File: src/common/eeprom_ctrl_pkg.sv
// package: register offsets, field positions, reset values and timing for the data eeprom controller
package eeprom_ctrl_pkg;

	// register offsets on the plain register port
	localparam logic [3:0] OFF_DATA      = 4'h0;
	localparam logic [3:0] OFF_ADDR      = 4'h1;
	localparam logic [3:0] OFF_CONTROL   = 4'h2;
	localparam logic [3:0] OFF_UNLOCK    = 4'h3;
	localparam logic [3:0] OFF_IRQ_FLAGS = 4'h4;
	localparam logic [3:0] OFF_IRQ_EN    = 4'h5;
	localparam logic [3:0] OFF_GLOBAL    = 4'h6;

	// eeprom_control bit positions
	localparam int CTL_READ_START  = 0;
	localparam int CTL_WRITE_START = 1;
	localparam int CTL_WRITE_ALLOW = 2;
	localparam int CTL_WRITE_ABORT = 3;
	// interrupt flag / enable bit 7, global control bits 7 and 6
	localparam int IRQ_WRITE_DONE  = 7;
	localparam int GLB_GLOBAL_EN   = 7;
	localparam int GLB_PERIPH_EN   = 6;

	// reset values
	localparam logic [7:0] RST_DATA      = 8'h00;
	localparam logic [7:0] RST_ADDR      = 8'h00;
	localparam logic [7:0] RST_IRQ       = 8'h00;
	localparam logic [7:0] RST_GLOBAL    = 8'h00;

	// unlock keys
	localparam logic [7:0] UNLOCK_KEY1   = 8'h55;
	localparam logic [7:0] UNLOCK_KEY2   = 8'hAA;

	// timing at 20 MHz
	localparam int CLK_HZ          = 20_000_000;
	localparam int POWERUP_MS      = 64;
	localparam int POWERUP_CYCLES  = CLK_HZ / 1000 * POWERUP_MS;
	localparam int PROG_MS         = 5;
	localparam int PROG_CYCLES     = CLK_HZ / 1000 * PROG_MS;
	// unlock sequence: at most this many idle cycles may separate one step from the next
	localparam int UNLOCK_GAP      = 4;

	// register port request
	typedef struct packed {
		logic [3:0] addr;
		logic [7:0] wdata;
		logic       wr;
		logic       rd;
	} reg_req_t;

	// array access toward the memory
	typedef struct packed {
		logic [7:0] addr;
		logic [7:0] wdata;
		logic       we;
	} mem_req_t;

endpackage

File: src/hw/cycle_timer.sv
// down counter that reports when a loaded cycle count has elapsed
`timescale 1ns/1ns
`default_nettype none
module cycle_timer
#(
	parameter int WIDTH = 22
)
(
	// clock and reset
	input  wire logic             sys_clk,
	input  wire logic             rst_n,
	// control
	input  wire logic             load,
	input  wire logic [WIDTH-1:0] count,
	output logic                  busy
);
	logic [WIDTH-1:0] remain;
	logic [WIDTH-1:0] next_remain;

	// load wins over counting
	always_comb
	begin
		next_remain = remain;
		if (load)
			next_remain = count;
		else if (remain != '0)
			next_remain = remain - WIDTH'(1);
	end

	always_ff @(posedge sys_clk)
	begin
		if (!rst_n)
			remain <= '0;
		else
			remain <= next_remain;
	end

	assign busy = (remain != '0);
endmodule // cycle_timer
`default_nettype wire

File: src/hw/eeprom_array.sv
// byte-wide data eeprom array model, 256 locations
`timescale 1ns/1ns
`default_nettype none
module eeprom_array
(
	// clock
	input  wire logic                       sys_clk,
	// access
	input  wire eeprom_ctrl_pkg::mem_req_t  req,
	output logic [7:0]                      rdata
);
	logic [7:0] cells [0:255];

	// write stores, read is combinational so the controller can latch in one cycle
	always_ff @(posedge sys_clk)
	begin
		if (req.we)
			cells[req.addr] <= req.wdata;
	end

	assign rdata = cells[req.addr];
endmodule // eeprom_array
`default_nettype wire

File: src/hw/eeprom_ctrl.sv
// data eeprom access controller: registers, unlock guard, power-up lockout, write timing
// Operation
// - write allow bit clears at every power-up, blocking writes until software sets it
// - no write starts while the power-up timer still runs
// - write starts only with write allow set and exact unlock sequence done
// - data memory protect never restricts this cpu-side access path
// - array is 256 bytes, one byte per address
// - unlock port stores nothing and reads as zero
// - 55h then AAh to unlock port then write start; any deviation suppresses
// - read start loads addressed byte next cycle and clears itself
// - write completion clears write start, sets done flag; only software or a reset clears flag
// - reset during a write sets abort flag and clears data and address
`timescale 1ns/1ns
`default_nettype none
module eeprom_ctrl
#(
	parameter int POWERUP_CYCLES = eeprom_ctrl_pkg::POWERUP_CYCLES,
	parameter int PROG_CYCLES    = eeprom_ctrl_pkg::PROG_CYCLES
)
(
	// clock and reset
	input  wire logic                       sys_clk,
	input  wire logic                       rst_n,
	// reset cause: high when the reset is power-on, low for clear, watchdog or brown-out
	input  wire logic                       power_on_rst,
	// configuration fuse, active low protects against outside access only
	input  wire logic                       data_memory_protect_n,
	// register port
	input  wire logic [3:0]                 reg_addr,
	input  wire logic [7:0]                 reg_wdata,
	input  wire logic                       reg_wr,
	input  wire logic                       reg_rd,
	output logic [7:0]                      reg_rdata,
	// status
	output logic                            write_busy,
	output logic                            irq
);
	localparam int TW = 22;

	typedef enum {ULK_IDLE, ULK_KEY1, ULK_KEY2} unlock_t;

	eeprom_ctrl_pkg::reg_req_t req;
	eeprom_ctrl_pkg::mem_req_t mem;
	logic [7:0] mem_rdata;

	// software-visible register state
	logic [7:0] data_byte;
	logic [7:0] next_data_byte;
	logic [7:0] addr_byte;
	logic [7:0] next_addr_byte;
	logic       write_allow;
	logic       next_write_allow;
	logic       write_start;
	logic       next_write_start;
	logic       write_abort_flag;
	logic       next_write_abort_flag;
	logic       write_done_flag;
	logic       next_write_done_flag;
	logic [6:0] irq_flags_other;
	logic [6:0] next_irq_flags_other;
	logic [7:0] irq_enables;
	logic [7:0] next_irq_enables;
	logic [7:0] global_ctl;
	logic [7:0] next_global_ctl;
	// read data register
	logic [7:0] rdata;
	logic [7:0] next_rdata;
	// unlock sequencer
	unlock_t    ulk;
	unlock_t    next_ulk;
	logic [2:0] gap;
	logic [2:0] next_gap;
	// reset history and write timing
	logic       first;
	logic       next_first;
	logic       was_power_on;
	logic       next_was_power_on;
	logic       prog_load;
	logic       prog_busy;
	logic       pwrup_busy;
	logic       start_ok;
	logic       prog_end;
	logic       next_prog_end;

	assign req = '{addr: reg_addr, wdata: reg_wdata, wr: reg_wr, rd: reg_rd};

	// address hit on a write strobe
	// only write strobes matter here; reads change no register other than the unlock sequencer and read data
	function automatic logic hit(input eeprom_ctrl_pkg::reg_req_t r, input logic [3:0] off);
		hit = r.wr && (r.addr == off);
	endfunction

	// power-up lockout, restarted only by power-on reset
	// the first cycle after release is not covered, but write allow is clear then
	cycle_timer #(.WIDTH(TW)) pwrup_timer
	(
		.sys_clk (sys_clk),
		.rst_n   (rst_n),
		.load    (first && was_power_on),
		.count   (TW'(POWERUP_CYCLES)),
		.busy    (pwrup_busy)
	);

	// array programming time
	// programming time is a parameter; the array model itself writes in one cycle
	cycle_timer #(.WIDTH(TW)) prog_timer
	(
		.sys_clk (sys_clk),
		.rst_n   (rst_n),
		.load    (prog_load),
		.count   (TW'(PROG_CYCLES)),
		.busy    (prog_busy)
	);

	// protect fuse is deliberately unused here: the cpu path stays open
	eeprom_array array_i
	(
		.sys_clk (sys_clk),
		.req     (mem),
		.rdata   (mem_rdata)
	);

	// the write-start request is legal only when the unlock keys were just seen;
	// write allow is the stored bit, so an earlier control write must have set it
	assign start_ok = hit(req, eeprom_ctrl_pkg::OFF_CONTROL) && req.wdata[eeprom_ctrl_pkg::CTL_WRITE_START]
		&& !write_start && write_allow && (ulk == ULK_KEY2) && !pwrup_busy;
	// timer loads on the edge that sets write start, so busy and timing line up
	assign prog_load = start_ok;
	// array is written once, in the cycle after the timer has run out
	assign mem = '{addr: addr_byte, wdata: data_byte, we: prog_end};

	// unlock sequencer: strict order with a short cycle window between steps
	// a read also breaks the sequence, so nothing else may touch the port between keys
	always_comb
	begin
		next_ulk = ulk;
		next_gap = gap;
		if (req.wr || req.rd)
		begin
			if (hit(req, eeprom_ctrl_pkg::OFF_UNLOCK) && req.wdata == eeprom_ctrl_pkg::UNLOCK_KEY1)
				next_ulk = ULK_KEY1;
			else if (hit(req, eeprom_ctrl_pkg::OFF_UNLOCK) && req.wdata == eeprom_ctrl_pkg::UNLOCK_KEY2
				&& ulk == ULK_KEY1)
				next_ulk = ULK_KEY2;
			else
				next_ulk = ULK_IDLE;
			next_gap = '0;
		end
		else if (ulk != ULK_IDLE)
		begin
			// too many idle cycles between steps breaks the sequence
			if (gap == 3'(eeprom_ctrl_pkg::UNLOCK_GAP))
				next_ulk = ULK_IDLE;
			else
				next_gap = gap + 3'h1;
		end
		case (ulk)
			ULK_IDLE, ULK_KEY1, ULK_KEY2: ;
			default: next_ulk = ULK_IDLE;
		endcase
	end

	// sequencer state; any reset forgets a half-finished unlock
	always_ff @(posedge sys_clk)
	begin
		if (!rst_n)
		begin
			ulk <= ULK_IDLE;
			gap <= 3'h0;
		end
		else
		begin
			ulk <= next_ulk;
			gap <= next_gap;
		end
	end

	// register next values
	always_comb
	begin
		next_data_byte        = data_byte;
		next_addr_byte        = addr_byte;
		next_write_allow      = write_allow;
		next_write_start      = write_start;
		next_write_abort_flag = write_abort_flag;
		next_write_done_flag  = write_done_flag;
		next_irq_flags_other  = irq_flags_other;
		next_irq_enables      = irq_enables;
		next_global_ctl       = global_ctl;
		next_first            = 1'b0;
		next_was_power_on     = was_power_on;
		// one-cycle end pulse once the programming timer has drained
		next_prog_end         = write_start && prog_busy == 1'b0 && !prog_load && !prog_end;

		// cpu writes; data and address locked while a write runs
		// a locked write is dropped silently; there is no error bit for it
		if (hit(req, eeprom_ctrl_pkg::OFF_DATA) && !write_start)
			next_data_byte = req.wdata;
		if (hit(req, eeprom_ctrl_pkg::OFF_ADDR) && !write_start)
			next_addr_byte = req.wdata;
		if (hit(req, eeprom_ctrl_pkg::OFF_CONTROL))
		begin
			next_write_allow      = req.wdata[eeprom_ctrl_pkg::CTL_WRITE_ALLOW];
			next_write_abort_flag = req.wdata[eeprom_ctrl_pkg::CTL_WRITE_ABORT];
			// read start loads the byte at once and never stays visible
			if (req.wdata[eeprom_ctrl_pkg::CTL_READ_START] && !write_start)
				next_data_byte = mem_rdata;
		end
		if (start_ok)
			next_write_start = 1'b1;
		if (hit(req, eeprom_ctrl_pkg::OFF_IRQ_FLAGS))
		begin
			next_write_done_flag = req.wdata[eeprom_ctrl_pkg::IRQ_WRITE_DONE];
			next_irq_flags_other = req.wdata[6:0];
		end
		if (hit(req, eeprom_ctrl_pkg::OFF_IRQ_EN))
			next_irq_enables = req.wdata;
		if (hit(req, eeprom_ctrl_pkg::OFF_GLOBAL))
			next_global_ctl = req.wdata;

		// completion: hardware clears start, done flag set wins over a software clear
		if (prog_end)
		begin
			next_write_start     = 1'b0;
			next_write_done_flag = 1'b1;
		end
	end

	// read data, one cycle after the strobe; unlock port reads zero
	// registered so the answer stands one cycle and the port idles at zero
	always_comb
	begin
		next_rdata = 8'h00;
		if (req.rd)
		begin
			case (req.addr)
				eeprom_ctrl_pkg::OFF_DATA:      next_rdata = data_byte;
				eeprom_ctrl_pkg::OFF_ADDR:      next_rdata = addr_byte;
				eeprom_ctrl_pkg::OFF_CONTROL:   next_rdata = {4'h0, write_abort_flag, write_allow, write_start, 1'b0};
				eeprom_ctrl_pkg::OFF_UNLOCK:    next_rdata = 8'h00;
				eeprom_ctrl_pkg::OFF_IRQ_FLAGS: next_rdata = {write_done_flag, irq_flags_other};
				eeprom_ctrl_pkg::OFF_IRQ_EN:    next_rdata = irq_enables;
				eeprom_ctrl_pkg::OFF_GLOBAL:    next_rdata = global_ctl;
				default:                        next_rdata = 8'h00;
			endcase
		end
	end

	// registers; reset during a write records the abort and wipes data/address
	// the abort flag is the one field whose reset value depends on what reset cut
	always_ff @(posedge sys_clk)
	begin
		if (!rst_n)
		begin
			data_byte        <= eeprom_ctrl_pkg::RST_DATA;
			addr_byte        <= eeprom_ctrl_pkg::RST_ADDR;
			write_allow      <= 1'b0;
			write_start      <= 1'b0;
			// abort flag set by a reset that cut a write short; otherwise kept, but cleared by power-on
			write_abort_flag <= write_start ? 1'b1 : (power_on_rst ? 1'b0 : write_abort_flag);
			write_done_flag  <= 1'b0;
			irq_flags_other  <= 7'h00;
			irq_enables      <= eeprom_ctrl_pkg::RST_IRQ;
			global_ctl       <= eeprom_ctrl_pkg::RST_GLOBAL;
			first            <= 1'b1;
			was_power_on     <= power_on_rst;
			prog_end         <= 1'b0;
		end
		else
		begin
			data_byte        <= next_data_byte;
			addr_byte        <= next_addr_byte;
			write_allow      <= next_write_allow;
			write_start      <= next_write_start;
			write_abort_flag <= next_write_abort_flag;
			write_done_flag  <= next_write_done_flag;
			irq_flags_other  <= next_irq_flags_other;
			irq_enables      <= next_irq_enables;
			global_ctl       <= next_global_ctl;
			first            <= next_first;
			was_power_on     <= next_was_power_on;
			prog_end         <= next_prog_end;
		end
	end

	// read data register
	always_ff @(posedge sys_clk)
	begin
		if (!rst_n)
			rdata <= 8'h00;
		else
			rdata <= next_rdata;
	end

	// outputs
	assign reg_rdata  = rdata;
	// busy mirrors write start, so pin and register always agree
	assign write_busy = write_start;
	// interrupt gated by enable, peripheral and global enables
	assign irq = write_done_flag && irq_enables[eeprom_ctrl_pkg::IRQ_WRITE_DONE]
		&& global_ctl[eeprom_ctrl_pkg::GLB_PERIPH_EN] && global_ctl[eeprom_ctrl_pkg::GLB_GLOBAL_EN];
endmodule // eeprom_ctrl
`default_nettype wire

File: config.mk
export PLATFORM = sky130hd
export DESIGN_NAME = eeprom_ctrl
export DESIGN_NICKNAME = d
export VERILOG_FILES = /design/src/common/eeprom_ctrl_pkg.sv /design/src/hw/cycle_timer.sv /design/src/hw/eeprom_array.sv /design/src/hw/eeprom_ctrl.sv
export SDC_FILE = /design/constraint.sdc
export NUM_CORES = 2
export LEC_CHECK = 0
export BUFFER_PORTS_ARGS = -buffer_cell sky130_fd_sc_hd__buf_2
export CORE_ASPECT_RATIO = 1.75
export CORE_MARGIN = 5
export CORE_UTILIZATION = 57
export DETAILED_ROUTE_END_ITERATION = 16
export GPL_ROUTABILITY_DRIVEN = 0
export PLACE_DENSITY = 0.81
export SYNTH_ARGS = -nofsm -noshare
export SYNTH_HDL_FRONTEND = slang
export SYNTH_SLANG_ARGS = --single-unit
File: constraint.sdc
create_clock -name sys_clk -period 4.5 [get_ports sys_clk]
set_input_delay 0.675 -clock sys_clk [delete_from_list [all_inputs] [get_ports sys_clk]]
set_output_delay 0.675 -clock sys_clk [all_outputs]
set_load 0.02 [all_outputs]
==> impl_metrics.yaml <==
sta:
  hold_viol_final: 0
  skew_ns: 0.0281
  tightest_slew_ns: 1.24
  fin_tns_setup_ns: 0
  fin_crit_sh_pct: 91.2
  grt_setup_unrepaired: "false"
  setup_ws_ns: 0.395
  relSlewSlack_pct: 17.3
  setup_violations: 0
  holdWs_ns: 0.0968
  maxSlewViolCount: 0
  period_minus_slack_ns: 4.10
  fmax_ghz: 0.244
cts:
  root_buffer: "clkbuf_16"
  cts_resized: 0
  cts_htree_levels: 4
  holdBufCountCts: 0
  cts_buffers: 169
  postCtsSetupBuffers: 0
  clkLatencyLatePin_ns: 0.82
  clk_path_buf_depth: 3
  cts_tree: "done"
  cts_sinks: 2159
  clk_pin_slew_ns: 0.08
yosys:
  yosysSeqAreaShare_pct: 75.4
  async_flop_share_pct: 0
  netlist_area_sq_um: 84500
  syn-num-nets: 4476
  avgSynthCellArea_sq_um: 19.0
  ys_warn_count: 0
  synth_edf_count: 2050
  synth_cells: 4452
  synthDistinctLibCells: 64
  synth_seq_cells: 2159
  synth_top_flop_cell: "edfxtp_1"
floorplan:
  start_util_pct: 57.1
  ios: 28
  die_w_um: 301
  die_y_um: 519
  die-area_sq_um: 156000
  coreArea_sq_um: 148000
  rows: 187
setup_path:
  crit_family: "simple AND/OR/NAND/NOR gates"
  cpMaxStageDelayCell: "a41oi_1"
  path_buf_inv: 2
  path_max_fanout: 13
  worst_ep_required_time_ns: 5.20
  cp_cell_sequence: "buf_4, or2_2, nor2_1, buf_4, nand3_1, a41oi_1, a21oi_1, and4_1, a221oi_1"
  worstPathArrival_ns: 4.81
  cp-end-kind: "register"
  max_stage_delay_ns: 0.92
  startpoint_type: "register"
  setup.worst_path.class: "register to register"
  path_common_cell: "buf_4"
global_route:
  grt-ovfl-total: 0
  grt_pass1_wl_um: 315000
  grt_max_degree: 193
  grt_util_all_layers_pct: 27.8
  antenna_found_initial: 3
  grt_pass1_vias: 46100
drt:
  vias: 44800
  drt_iter0_drc: 6035
  drt-total-wl_um: 218000
  dr.pass1.iters: 8
  vias_per_cell: 6.70
  remaining_drc_errors: 0
  wl_per_cell_um: 32.6
  ant_nets: 0
place:
  place_ws_ns: 0.617
  place_area_sq_um: 87400
  dpl.hpwl_um: 133000
  io_buffers: 26
  dp_cells: 6376
power:
  internal_power_mw: 31.0
  p_comb_share_pct: 4.1
  p_sw_share_pct: 20.9
  clockPowerShare_pct: 39.3
  seqPwrFrac_pct: 56.6
  power.switching_mw: 8.17
  peakVddDrop_uv: 367
  p_per_area_nw_per_um2: 421
  power_mw: 39.1
  leakage_nw: 28.8
finish:
  layout_commonest_cell: "edfxtp_1"
  area_delta_synth_final_pct: 10.1
  design_area_sq_um: 93000
  layout_common_cells: "edfxtp_1, mux2i_1, mux4_2, nor2_1, clkbuf_16"
  layoutNonFillerInstCount: 6686
  final_net_count: 4587
  layout-drive-gt1-share_pct: 18.1
  final_util_pct: 62.9
job:
  drv_cap: 0
worst_hold_path:
  hp-class: "input port to register"
status:
  status: "complete, no violations"
[worst paths after layout]
path	start	slack [ns]	endpoint	depth (start not counted)
max	register	0.40	data_byte[2]	9
min	power_on_rst	0.1	next_was_power_on	1
max reg2reg	register	0.40	data_byte[2]	9
min reg2reg	irq_flags_other[0]	0.46	irq_flags_other[0]	2
[flip-flops by register name, indices dropped and copies added, names as in the netlist, named ones only]
signal              count
prog_end                1
prog_timer.remain      22
next_was_power_on       1
write_allow             1
reg_rdata               8
write_abort_flag        1
data_byte               8
ulk                     2
global_ctl              8
irq_flags_other         7
first                   1
addr_byte               8
gap                     3
write_done_flag         1
write_busy              1
pwrup_timer.remain     22
array_i.cells        2048
irq_enables             8
[cell type report]
type	count	area, sq um
timing repair buffer	205	1860
clock inverter	99	1040
multi-input combinational	2018	19200
antenna	3	7.51
sequential	2159	63800
inverter	10	38.8
tap	1984	2480
clock buffer	208	4550
fill	9459	54900
[synthesized netlist by cell type (25+ instances only)]
library cell	instances	area share (%)
edfxtp_1	2050	73
mux2i_1	402	4.8
mux4_2	358	9.5
nor2_1	343	1.5
a22oi_1	175	1.6
a21oi_1	135	0.80
nand2_1	132	0.59
nand3_1	114	0.68
dfxtp_1	109	2.6
clkbuf_1	105	0.47
buf_4	63	0.56
a221oi_1	46	0.48
buf_2	46	0.27
buf_6	31	0.41
nor2b_1	28	0.21
nand4_1	26	0.19
o21ai_0	25	0.15
[power by group through the flow]
stage               Clock [mW]  Sequential, mW  Combinational, mW
floorplan                    0            22.6               1.16
global placement             0            22.6               1.51
detailed placement           0            22.6               1.56
CTS                       15.4            22.2               1.59
global route              16.3            22.2               1.74
finish                    15.4            22.2               1.60
[cell families after synthesis]
group / share of synthesized area (%)
buffers and inverters: 1.86
xor gates and xnor gates: 0.384
adders and majority gates: 0.0888
muxes: 14.4
and+or+nand+nor: 4.13
AOI/OAI and AO/OA: 3.68
DFF: 75.4
[routing by layer]
layer  global-route usage [%]  share of wire [%]
met1                     30.8                 30
met2                     46.9                 50
met3                     5.44                8.9
met4                     22.3                 10
met5                        0             0.0064
(Power assumes the default switching activity.)
